$ cat config.mk
export PLATFORM = sky130hd
export DESIGN_NAME = cdcr_top
export DESIGN_NICKNAME = d
export VERILOG_FILES = /design/src/logic/cdcr_pkg.sv /design/src/logic/cdcr_pol_if.sv /design/src/logic/cdcr_polarity.sv /design/src/logic/cdcr_top.sv
export SDC_FILE = /design/constraint.sdc
export NUM_CORES = 1
export LEC_CHECK = 0
export BUFFER_PORTS_ARGS = -buffer_cell sky130_fd_sc_hd__clkbuf_2
export CAP_MARGIN = 20
export CORE_ASPECT_RATIO = 1.1
export CORE_MARGIN = 2
export CORE_UTILIZATION = 52
export DETAILED_ROUTE_END_ITERATION = 8
export PLACE_DENSITY = 0.9
export SLEW_MARGIN = 20
export SYNTH_ARGS = -nofsm -noshare
export SYNTH_HDL_FRONTEND = slang
export SYNTH_SLANG_ARGS = --single-unit
$ cat constraint.sdc
create_clock -name clk_sys -period 1.68 [get_ports clk_sys]
set_input_delay 0.168 -clock clk_sys [delete_from_list [all_inputs] [get_ports clk_sys]]
set_output_delay 0.168 -clock clk_sys [all_outputs]
set_load 0.01 [all_outputs]
$ cat src/logic/cdcr_pkg.sv
/*
 * Shared constants and state types for the channel signal-chain configuration bank.
 * Assumes a single 250 MHz system clock and byte-wide register access from the protocol front ends.
 */
package cdcr_pkg;

	// ------------------------------------------------------------
	// Register map and reset values
	// ------------------------------------------------------------
	localparam logic [7:0] CDCR_ADDR_U3  = 8'h42;  // Holds the data kind and averaging fields.
	localparam logic [7:0] CDCR_ADDR_U4  = 8'h43;  // channel_user_config_four.
	localparam logic [7:0] CDCR_RST_U3   = 8'h00;
	localparam logic [7:0] CDCR_RST_U4   = 8'h00;
	localparam logic [7:0] CDCR_RD_UNMAP = 8'h00;

	// ------------------------------------------------------------
	// Field positions
	// ------------------------------------------------------------
	localparam int CDCR_U3_AVG_LSB   = 0;
	localparam int CDCR_U3_KIND_LSB  = 5;
	localparam int CDCR_U4_ARM_LSB   = 0;
	localparam int CDCR_U4_PCM_BIT   = 3;
	localparam int CDCR_U4_FILT_LSB  = 4;
	localparam int CDCR_U4_INV_BIT   = 6;
	localparam int CDCR_U4_RSTOC_BIT = 7;

	// ------------------------------------------------------------
	// Field encodings
	// ------------------------------------------------------------
	localparam logic [1:0] CDCR_AVG_LPF  = 2'h0;
	localparam logic [1:0] CDCR_AVG_32   = 2'h1;
	localparam logic [1:0] CDCR_AVG_64   = 2'h2;
	localparam logic [7:0] CDCR_PER_32_US  = 8'h20;  // Typical period in microseconds.
	localparam logic [7:0] CDCR_PER_64_US  = 8'h40;
	localparam logic [7:0] CDCR_PER_128_US = 8'h80;
	localparam logic [7:0] CDCR_PER_LPF    = 8'h00;  // Period left to the low-pass filter.
	localparam logic [3:0] CDCR_MA_TAPS    = 4'h8;   // Samples in the moving average.

	localparam logic [1:0] CDCR_FILT_004_RL = 2'h0;
	localparam logic [1:0] CDCR_FILT_004    = 2'h1;
	localparam logic [1:0] CDCR_FILT_0005   = 2'h2;
	localparam logic [1:0] CDCR_FILT_BYP    = 2'h3;

	localparam logic [2:0] CDCR_ARM_HIZ = 3'h0;
	localparam logic [2:0] CDCR_ARM_PCM = 3'h1;
	localparam logic [2:0] CDCR_OC_PHASE_ONE = 3'h1;

	localparam logic [15:0] CDCR_POS_MAX = 16'h7fff;
	localparam logic [15:0] CDCR_NEG_MIN = 16'h8000;

	// Arming algorithm selection, one-hot.
	typedef enum logic [3:0] {
		CDCR_MODE_OFF   = 4'h1,
		CDCR_MODE_AVG   = 4'h2,
		CDCR_MODE_COUNT = 4'h4,
		CDCR_MODE_RAW   = 4'h8
	} cdcr_arm_mode_t;

	// Cutoff selection of the offset-cancellation filter, one-hot.
	typedef enum logic [2:0] {
		CDCR_CUT_004  = 3'h1,
		CDCR_CUT_0005 = 3'h2,
		CDCR_CUT_NONE = 3'h4
	} cdcr_oc_cut_t;

	typedef struct packed {
		logic [7:0] u3;
		logic [7:0] u4;
		logic [7:0] check;
		logic [7:0] rdata;
		logic       check_err;
		logic       dsp_rst;
		logic       dsp_busy;
		logic       arm_rst;
		logic       oc_restart;
		logic       pin_o;
		logic       pin_oe;
		logic       pull_up;
		logic       pull_down;
	} cdcr_state_t;

	typedef struct packed {
		logic [15:0] data;
		logic        valid;
	} cdcr_pol_state_t;

endpackage : cdcr_pkg

$ cat src/logic/cdcr_pol_if.sv
/*
 * Carrier between the configuration bank and its polarity stage.
 * Assumes both ends run on the same system clock.
 */
`timescale 1ns/1ps
interface cdcr_pol_if;
	logic        invert;
	logic [15:0] raw;
	logic        raw_valid;
	logic [15:0] out;
	logic        out_valid;

	modport cfg (output invert, output raw, output raw_valid, input out, input out_valid);
	modport pol (input invert, input raw, input raw_valid, output out, output out_valid);
endinterface : cdcr_pol_if

$ cat src/logic/cdcr_polarity.sv
/*
 * Polarity stage: passes signed sensor samples straight or negated, one cycle of latency.
 * Assumes samples arrive as signed 16-bit words on the system clock.
 */
`timescale 1ns/1ps
module cdcr_polarity (
	input  wire logic clk_sys,
	input  wire logic arst_n,
	cdcr_pol_if.pol   pol
);
	cdcr_pkg::cdcr_pol_state_t st_r;
	cdcr_pkg::cdcr_pol_state_t st_nxt;

	// ------------------------------------------------------------
	// Negation
	// ------------------------------------------------------------
	// Self-test samples share this path, so digital self-test comes out as the two's complement and the
	// analog deltas swap sign. The most negative code saturates, since its negation does not fit.
	always_comb begin
		st_nxt       = st_r;
		st_nxt.valid = pol.raw_valid;
		if (pol.raw_valid) begin
			if (!pol.invert) begin
				st_nxt.data = pol.raw;
			end else if (pol.raw == cdcr_pkg::CDCR_NEG_MIN) begin
				st_nxt.data = cdcr_pkg::CDCR_POS_MAX;
			end else begin
				st_nxt.data = 16'(-pol.raw);
			end
		end
	end

	always_ff @(posedge clk_sys or negedge arst_n) begin
		if (!arst_n) begin
			st_r <= '0;
		end else begin
			st_r <= st_nxt;
		end
	end

	assign pol.out       = st_r.data;
	assign pol.out_valid = st_r.valid;
endmodule : cdcr_polarity

$ cat src/logic/cdcr_top.sv
/*
 * Channel signal-chain configuration bank: averaging field, user configuration byte, arming pin
 * control, offset-cancellation restart and sensor polarity.
 * Assumes the protocol front ends present byte reads and writes on the register port, and that the
 * DSP, offset-cancellation sequencer, arming algorithm and PCM modulator sit on the same clock.
 */
// Operation
// - Averaging code selects signal sampling period
// - Nonzero code: eight-sample average, no interpolation
// - Averaging field change resets DSP path
// - Restart bit forces offset cancel phase zero
// - Restart bit clears itself at phase one
// - Inversion bit negates acceleration data
// - Inversion negates digital self-test values
// - Inversion swaps analog self-test delta signs
// - Filter field selects cutoff and rate limit
// - Codes 000/001 disable or drive PCM
// - Upper codes pick mode and pin polarity
// - Arming field change resets arming function
// - PCM carries data chosen by first kind
// - Configuration byte readable and writable everywhere
// - Configuration byte covered by error detection
// - First kind field picks first data pair
`timescale 1ns/1ps
module cdcr_top (
	input  wire logic                    clk_sys,
	input  wire logic                    arst_n,
	input  wire logic [7:0]              reg_addr,
	input  wire logic                    reg_wr_en,
	input  wire logic [7:0]              reg_wdata,
	input  wire logic                    reg_rd_en,
	output logic      [7:0]              reg_rdata,
	output logic                         array_check_err,
	output logic      [1:0]              avg_period_sel,
	output logic      [7:0]              sample_period_us,
	output logic                         ma_enable,
	output logic      [3:0]              ma_taps,
	output logic                         interp_enable,
	output logic                         dsp_path_rst,
	input  wire logic                    dsp_init_done,
	output logic                         dsp_init_busy,
	input  wire logic [2:0]              oc_phase,
	output logic                         oc_restart,
	output cdcr_pkg::cdcr_oc_cut_t       oc_cutoff,
	output logic                         oc_rate_limit_en,
	output logic      [1:0]              first_data_kind_sel,
	input  wire logic [15:0]             sensor_raw,
	input  wire logic                    sensor_raw_valid,
	output logic      [15:0]             sensor_out,
	output logic                         sensor_out_valid,
	output cdcr_pkg::cdcr_arm_mode_t     arm_mode,
	output logic                         arm_rst,
	input  wire logic                    arm_active,
	input  wire logic                    pcm_bit,
	output logic                         arm_pin_o,
	output logic                         arm_pin_oe,
	output logic                         arm_pull_up_en,
	output logic                         arm_pull_down_en
);
	cdcr_pkg::cdcr_state_t st_r;
	cdcr_pkg::cdcr_state_t st_nxt;
	cdcr_pol_if            pol_if ();

	logic       wr_u3;
	logic       wr_u4;
	logic [2:0] arm_cfg_nxt;
	logic [2:0] arm_cfg_cur;
	logic       pcm_nxt;

	assign wr_u3 = reg_wr_en && (reg_addr == cdcr_pkg::CDCR_ADDR_U3);
	assign wr_u4 = reg_wr_en && (reg_addr == cdcr_pkg::CDCR_ADDR_U4);

	// ------------------------------------------------------------
	// Register file and control sequencing
	// ------------------------------------------------------------
	// Single-cycle pulses are recomputed every cycle so they never stick. The check byte is refreshed
	// from the next contents, so a mismatch can only come from a flip in the stored bits.
	always_comb begin
		st_nxt            = st_r;
		st_nxt.dsp_rst    = 1'b0;
		st_nxt.arm_rst    = 1'b0;
		st_nxt.oc_restart = 1'b0;
		if (wr_u3) begin
			st_nxt.u3 = reg_wdata;
			if (reg_wdata[cdcr_pkg::CDCR_U3_AVG_LSB +: 2] != st_r.u3[cdcr_pkg::CDCR_U3_AVG_LSB +: 2]) begin
				st_nxt.dsp_rst = 1'b1;
			end
		end
		// The sequencer reaching phase one clears the restart bit; a fresh write of one wins.
		if (oc_phase == cdcr_pkg::CDCR_OC_PHASE_ONE) begin
			st_nxt.u4[cdcr_pkg::CDCR_U4_RSTOC_BIT] = 1'b0;
		end
		if (wr_u4) begin
			st_nxt.u4 = reg_wdata;
			if (reg_wdata[cdcr_pkg::CDCR_U4_RSTOC_BIT]) begin
				st_nxt.oc_restart = 1'b1;
			end
			if (reg_wdata[cdcr_pkg::CDCR_U4_ARM_LSB +: 3] != st_r.u4[cdcr_pkg::CDCR_U4_ARM_LSB +: 3]) begin
				st_nxt.arm_rst = 1'b1;
			end
		end
		// Busy covers the whole DSP initialization so the host can hold off sensor data reads.
		// A reset arriving while busy restarts the wait, since the DSP begins its initialization again.
		if (st_nxt.dsp_rst) begin
			st_nxt.dsp_busy = 1'b1;
		end else if (dsp_init_done) begin
			st_nxt.dsp_busy = 1'b0;
		end
		st_nxt.check     = st_nxt.u3 ^ st_nxt.u4;
		st_nxt.check_err = (st_r.u3 ^ st_r.u4) != st_r.check;
		if (reg_rd_en) begin
			unique case (reg_addr)
				cdcr_pkg::CDCR_ADDR_U3: st_nxt.rdata = st_r.u3;
				cdcr_pkg::CDCR_ADDR_U4: st_nxt.rdata = st_r.u4;
				default:                st_nxt.rdata = cdcr_pkg::CDCR_RD_UNMAP;
			endcase
		end
		// Pin drive follows the configuration that takes effect with this edge.
		// Open-drain codes drive only their active level and leave the idle level to the pull current.
		arm_cfg_nxt      = st_nxt.u4[cdcr_pkg::CDCR_U4_ARM_LSB +: 3];
		pcm_nxt          = st_nxt.u4[cdcr_pkg::CDCR_U4_PCM_BIT];
		st_nxt.pull_up   = 1'b0;
		st_nxt.pull_down = 1'b0;
		if (arm_cfg_nxt == cdcr_pkg::CDCR_ARM_HIZ) begin
			st_nxt.pin_o  = 1'b0;
			st_nxt.pin_oe = 1'b0;
		end else if (arm_cfg_nxt == cdcr_pkg::CDCR_ARM_PCM) begin
			st_nxt.pin_o  = pcm_nxt & pcm_bit;
			st_nxt.pin_oe = 1'b1;
		end else if (!arm_cfg_nxt[0]) begin
			st_nxt.pin_o     = 1'b1;
			st_nxt.pin_oe    = arm_active && !st_nxt.arm_rst;
			st_nxt.pull_down = 1'b1;
		end else begin
			st_nxt.pin_o   = 1'b0;
			st_nxt.pin_oe  = arm_active && !st_nxt.arm_rst;
			st_nxt.pull_up = 1'b1;
		end
	end

	always_ff @(posedge clk_sys or negedge arst_n) begin
		if (!arst_n) begin
			st_r       <= '0;
			st_r.u3    <= cdcr_pkg::CDCR_RST_U3;
			st_r.u4    <= cdcr_pkg::CDCR_RST_U4;
			st_r.check <= cdcr_pkg::CDCR_RST_U3 ^ cdcr_pkg::CDCR_RST_U4;
		end else begin
			st_r <= st_nxt;
		end
	end

	// ------------------------------------------------------------
	// Signal-chain decode
	// ------------------------------------------------------------
	// The averaging code sets period, averaging and interpolation together.
	always_comb begin
		unique case (st_r.u3[cdcr_pkg::CDCR_U3_AVG_LSB +: 2])
			cdcr_pkg::CDCR_AVG_LPF: sample_period_us = cdcr_pkg::CDCR_PER_LPF;
			cdcr_pkg::CDCR_AVG_32:  sample_period_us = cdcr_pkg::CDCR_PER_32_US;
			cdcr_pkg::CDCR_AVG_64:  sample_period_us = cdcr_pkg::CDCR_PER_64_US;
			default:                sample_period_us = cdcr_pkg::CDCR_PER_128_US;
		endcase
	end

	assign avg_period_sel = st_r.u3[cdcr_pkg::CDCR_U3_AVG_LSB +: 2];
	assign ma_enable      = avg_period_sel != cdcr_pkg::CDCR_AVG_LPF;
	assign ma_taps        = cdcr_pkg::CDCR_MA_TAPS;
	assign interp_enable  = avg_period_sel == cdcr_pkg::CDCR_AVG_LPF;

	// Offset-cancellation filter: only the lowest code keeps the rate limiter.
	always_comb begin
		unique case (st_r.u4[cdcr_pkg::CDCR_U4_FILT_LSB +: 2])
			cdcr_pkg::CDCR_FILT_004_RL: oc_cutoff = cdcr_pkg::CDCR_CUT_004;
			cdcr_pkg::CDCR_FILT_004:    oc_cutoff = cdcr_pkg::CDCR_CUT_004;
			cdcr_pkg::CDCR_FILT_0005:   oc_cutoff = cdcr_pkg::CDCR_CUT_0005;
			default:                    oc_cutoff = cdcr_pkg::CDCR_CUT_NONE;
		endcase
	end
	assign oc_rate_limit_en = st_r.u4[cdcr_pkg::CDCR_U4_FILT_LSB +: 2] == cdcr_pkg::CDCR_FILT_004_RL;

	// Arming algorithm is chosen by the upper two code bits; the lowest codes leave it idle.
	// The lowest code bit only picks the pin drive, HiZ or PCM in the lowest pair and polarity above it, so both codes of a pair share one algorithm.
	// Every pair is legal, so the case lists all four and needs no default.
	assign arm_cfg_cur = st_r.u4[cdcr_pkg::CDCR_U4_ARM_LSB +: 3];
	always_comb begin
		unique case (arm_cfg_cur[2:1])
			2'h0: arm_mode = cdcr_pkg::CDCR_MODE_OFF;
			2'h1: arm_mode = cdcr_pkg::CDCR_MODE_AVG;
			2'h2: arm_mode = cdcr_pkg::CDCR_MODE_COUNT;
			2'h3: arm_mode = cdcr_pkg::CDCR_MODE_RAW;
		endcase
	end

	assign first_data_kind_sel = st_r.u3[cdcr_pkg::CDCR_U3_KIND_LSB +: 2];

	// ------------------------------------------------------------
	// Polarity stage and outputs
	// ------------------------------------------------------------
	assign pol_if.invert    = st_r.u4[cdcr_pkg::CDCR_U4_INV_BIT];
	assign pol_if.raw       = sensor_raw;
	assign pol_if.raw_valid = sensor_raw_valid;

	cdcr_polarity u_pol (
		.clk_sys (clk_sys),
		.arst_n  (arst_n),
		.pol     (pol_if.pol)
	);

	assign sensor_out       = pol_if.out;
	assign sensor_out_valid = pol_if.out_valid;
	assign reg_rdata        = st_r.rdata;
	assign array_check_err  = st_r.check_err;
	assign dsp_path_rst     = st_r.dsp_rst;
	assign dsp_init_busy    = st_r.dsp_busy;
	assign oc_restart       = st_r.oc_restart;
	assign arm_rst          = st_r.arm_rst;
	assign arm_pin_o        = st_r.pin_o;
	assign arm_pin_oe       = st_r.pin_oe;
	assign arm_pull_up_en   = st_r.pull_up;
	assign arm_pull_down_en = st_r.pull_down;
endmodule : cdcr_top

==> impl_metrics.ini, run 1 <==
[synthesis]
async_flop_share = 1.000
netlist_area_sq_um = 3373
netlist.area_leader.share = 0.4303
yosysSeqAreaShare = 0.4303
ys.flop_type = dfrtp_1
synth_cells = 352
synthTopCellsByArea = dfrtp_1, xnor2_1, buf_4
yosys_warnings = 0
syn_area_per_cell_sq_um = 9.583
ys_ff_latch = 58
synth_top_cell_by_area = dfrtp_1
ys_types = 56
synth_edf_count = 0

[floorplan]
die_x_um = 80.80
core_area_sq_um = 6231
initial_core_util = 0.5414
die_area_sq_um = 7148
design.portCount = 103
die_h_um = 88.47
num_rows = 30

[sta]
setup_viol = 0
fmax_mhz = 616.1
worst_slack_ns = 0.05681
fin_crit_ns = 1.623
finalHoldViolations = 0
min_period_over_period = 0.9662
rsz0062_at_grt = true
drv_slew = 0
fin_skew_ns = 0.005048

[cts]
cts_buffer_depth = 2
cts_tree = done
cts_root_buffer = clkbuf_8
worstSkewPairLatency_ns = 0.34
clk_pin_slew_ns = 0.06
cts_buffers = 9
htreeDepth = 3
cts.sinks = 58

[worst_setup_path]
crit_end = u_pol.pol.out[14]
end_kind = register
crit_arrival_ns = 1.83
startpoint = sensor_raw[0]
crit_chain = clkbuf_2 -> inv_1 -> ha_1 -> or3b_2 -> o41ai_4 -> nor3b_1 -> or4_1
reg2regPathDepth = 3
startpoint_type = primary input
crit_family = simple AND/OR/NAND/NOR gates
critical_path.slowest_cell = or3b_2
required_ns = 1.88
reg2reg_slack_ns = 0.13
r2r_end = u_pol.pol.out[14]
slowest_delay_ns = 0.49
worstPathMaxFanout = 2
criticalPathCategory = in2reg
r2r-start = pol_if.invert
critPathBufInv = 2
path_depth = 7

[min_path]
hp-class = in2reg

[global_route]
grt_util_met2 = 0.4485
grt_most_used_layer = met2
grt_usage = 0.2531
grt_pass1_wl_um = 13830
grt_util_met1 = 0.2972
grt_start_max_net_pins = 59
use_met3 = 0.05816
antenna_found_initial = 0
grt-ovfl-total = 0
grt_pass1_vias = 3046

[final_layout]
final_nets = 511
post-route-util = 0.6960
final_cell_mix = clkbuf_2, dfrtp_1, buf_4, nor2_1
num_antenna_cells = 0
n_fill_cell = 514
ff_latch_area_sq_um = 1451
syn_to_final_growth_pct = 28.56
layout_commonest_cell = clkbuf_2
finalNonFillerCells = 551
drive_above_1_share = 0.3737
multi_input_area_sq_um = 1724

[place]
pre_cts_slack_ns = -0.2807
port-buffer-count = 93
gp_congestion = 0.8604
dp.cells = 535
dp_hpwl_um = 6350

[route]
route.vias.total = 3089
wire_per_inst_um = 15.64
vias_per_cell = 5.606
ant_nets = 0
drt-pass1-iter-count = 4
routed_wl_um = 8620
drcViolationCount = 0
first_iter_violations = 98

[run_status]
status = complete, no violations

[power]
cellLeakagePower_nw = 2.173
power_density_nw_per_um2 = 796.7
ir_drop_mv = 0.5934

[job]
drv_cap = 0
[report_power, final]
part	switching [W]	internal [W]
Clock	0.000530	0.000713
Sequential	0.0000722	0.00149
Combinational	0.000352	0.000296
Total	0.000955	0.00250
[area by class of cell]
class | count | share of cell area
Clock inverter | 3 | 0.009233
Tap cell | 80 | 0.02308
Inverter | 16 | 0.01385
Clock buffer | 12 | 0.03347
Sequential cell | 58 | 0.3347
Timing Repair Buffer | 136 | 0.1881
Multi-Input combinational cell | 246 | 0.3976
[cell usage after synthesis (2+ instances only)]
library cell and count:
dfrtp_1 58, nor3_1 4, or3b_2 2, buf_4 21, o41ai_1 5, or4_4 2, o31ai_1 2, mux2i_1 10
buf_1 2, or4_1 4, nor4_1 6, or3_1 7, clkbuf_1 15, a21oi_1 10, o21ai_0 12, nand4_1 5
and3_1 4, a221o_1 8, and2_1 4, o22ai_1 4, nor2_1 25, mux2_2 8, inv_1 16, xnor2_1 23
a221oi_1 2, a31oi_1 6, a21boi_0 2, or2_2 5, nand2_1 23, nand3_1 5, conb_1 2, xor2_1 11
nor2b_1 16
[cells by family after synthesis]
group                      count (synthesis)  synth area share
DFF                                       58            0.4303
AOI/OAI and AO/OA                         64            0.1346
other                                      2          0.002226
muxes                                     18           0.05638
and+or+nand+nor                          120            0.1977
buffers and inverters                     55           0.08680
xor gates and xnor gates                  34           0.08828
adders and majority gates                  1          0.003709
[through the flow]
step	setup TNS, ns	total power, W	instance area [sq um]	hold WS [ns]
CTS	0	0.003485	4304	0.06887
finish	0	0.003455	4337	0.08330
detailed placement	-2.936	0.002225	4109	0.2061
global placement	-2.298	0.002195	4109	0.1988
floorplan	-0.3530	0.001934	3427	-0.1276
global route	-0.03114	0.003621	4337	0.08677
[flip-flops by register name, indices dropped and copies added, names as in the netlist, 2 cells and up]
name,flops
u_pol.pol.out,16
arm_cfg_cur,3
st_r,16
reg_rdata,8
first_data_kind_sel,2
avg_period_sel,2
[worst min-delay path by stage]
stage,startpoint,depth (start not counted),slack [ns],endpoint
2_1_floorplan,arst_n,0,-0.13,arm_cfg_cur[0]
3_3_place_gp,arst_n,2,0.20,u_pol.pol.out_valid
3_5_place_dp,arst_n,2,0.21,u_pol.pol.out[13]
4_1_cts,reg_wdata[5],3,0.07,st_r[30]
5_1_grt,reg_wdata[6],3,0.09,pol_if.invert
6_report,reg_wdata[5],3,0.08,st_r[30]
[timing repair]
action | CTS | global route
hold buffers | 1 | 0
gates resized for setup | 0 | 5
endpoints found under the hold margin | 58 | 0
setup buffers | 0 | 0
setup endpoints to repair | 0 | 4
[layer usage]
metal / share of wire / up-vias
met5: 0 / -
met4: 0.020 / 0
li1: - / 1453
met3: 0.058 / 19
met1: 0.42 / 1507
met2: 0.50 / 110
[worst reg2reg max path: stages (launching register included)]
cell     delay [ns]
dfrtp_1        0.55
o41ai_4        0.16
and3_1         0.20
or4_1          0.51
Power figures use the tool's default switching activity.
==> run 2: changes to the inputs <==
CTS_BUF_LIST = sky130_fd_sc_hd__clkbuf_16   (was unset)
MAX_ROUTING_LAYER = met4   (was unset)
==> impl_metrics.ini, run 2 (synthesis results as in run 1) <==
[floorplan]
die_h_um = 88.47
die_area_sq_um = 7148
num_rows = 30
initial_core_util = 0.5414
die_x_um = 80.80
design.portCount = 103
core_area_sq_um = 6231

[final_layout]
post-route-util = 0.7163
drive_above_1_share = 0.3694
num_antenna_cells = 0
final_cell_mix = clkbuf_2, dfrtp_1, buf_4, nor2_1
syn_to_final_growth_pct = 32.31
layout_commonest_cell = clkbuf_2
finalNonFillerCells = 551
final_nets = 510

[route]
vias_per_cell = 5.604
first_iter_violations = 146
routed_wl_um = 8724
wire_per_inst_um = 15.83
route.vias.total = 3088
ant_nets = 0
drt-pass1-iter-count = 4
drcViolationCount = 0

[sta]
fin_crit_ns = 1.657
rsz0062_at_grt = false
fmax_mhz = 603.4
drv_slew = 0
min_period_over_period = 0.9864
finalHoldViolations = 0
worst_slack_ns = 0.02277
fin_skew_ns = 0.007126
holdWs_ns = 0.09175
setup_viol = 0

[cts]
cts_tree = done
worstSkewPairLatency_ns = 0.32
cts_root_buffer = clkbuf_16
cts_buffer_depth = 2
cts_buffers = 9
postCtsSetupBuffers = 0
htreeDepth = 3
cts.sinks = 58
clk_pin_slew_ns = 0.05

[place]
gp_congestion = 0.8942
pre_cts_slack_ns = -0.3154
dp.cells = 534
port-buffer-count = 93
dp_hpwl_um = 6245

[global_route]
grt-ovfl-total = 0
grt_pass1_vias = 3069
grt_pass1_wl_um = 13980
antenna_found_initial = 0
grt_start_max_net_pins = 59
grt_usage = 0.2641

[worst_setup_path]
worstPathMaxFanout = 2
end_kind = register
startpoint_type = primary input
required_ns = 1.93
criticalPathCategory = in2reg
crit_arrival_ns = 1.91

[power]
power_density_nw_per_um2 = 922.3
cellLeakagePower_nw = 2.227
ir_drop_mv = 0.6589

[run_status]
status = complete, no violations

[min_path]
hp-class = in2reg

[job]
drv_cap = 0
## run 2: power by group
group          switching, W  total (W)  internal (W)  leakage (nW)
sequential        0.0000725    0.00157       0.00149         0.742
clock              0.000617    0.00190       0.00128         0.152
combinational      0.000356   0.000654      0.000298          1.33
total               0.00105    0.00412       0.00307          2.23
## run 2: critical path, stage by stage
cell and delay [ns]:
clkbuf_2 0.10, or4_4 0.54, or4_4 0.54, or4b_1 0.48, nand3_1 0.09
## run 2: per-stage QoR
| step | area (sq um) | setup TNS, ns | power, W |
|---|---|---|---|
| finish | 4463 | 0 | 0.004116 |
| global route | 4463 | 0 | 0.004302 |
| CTS | 4436 | 0 | 0.004145 |
| detailed placement | 4114 | -3.095 | 0.002226 |
| global placement | 4114 | -2.262 | 0.002196 |
| floorplan | 3427 | -0.3530 | 0.001934 |
## run 2: layout make-up
type / count / area, sq um
inverter: 16 / 60.06
multi-input combinational: 246 / 1719
tap: 80 / 100.1
sequential: 58 / 1451
clock buffer: 9 / 225.2
clock inverter: 7 / 86.33
fill: 450 / 1768
timing repair buffer: 135 / 820.8
## run 2: worst paths after layout
path	start	depth (start not counted)	slack [ns]	to
max	sensor_raw[3]	5	0.02	u_pol.pol.out[15]
min	dsp_init_done	3	0.09	dsp_init_busy
max reg2reg	pol_if.invert	3	0.11	u_pol.pol.out[14]
min reg2reg	dsp_init_busy	1	0.48	dsp_init_busy
max in group asynchronous	arst_n	3	1.02	u_pol.pol.out[9]
min in group asynchronous	arst_n	3	0.39	u_pol.pol.out[13]
## run 2: per-layer routing
layer	vias up	part of all wire	GRT usage	wire length (um)
met4	0	0.022	0.1263	190
met3	17	0.062	0.05102	545
met5	-	0	-	0
met2	120	0.52	0.4538	4560
met1	1504	0.39	0.2956	3428
li1	1447	-	-	-
## run 2: timing repair
item,4_1_cts,5_1_grt
resized for setup,0,5
setup endpoints to repair,0,6
hold buffers,1,0
endpoints found under the hold margin,58,0
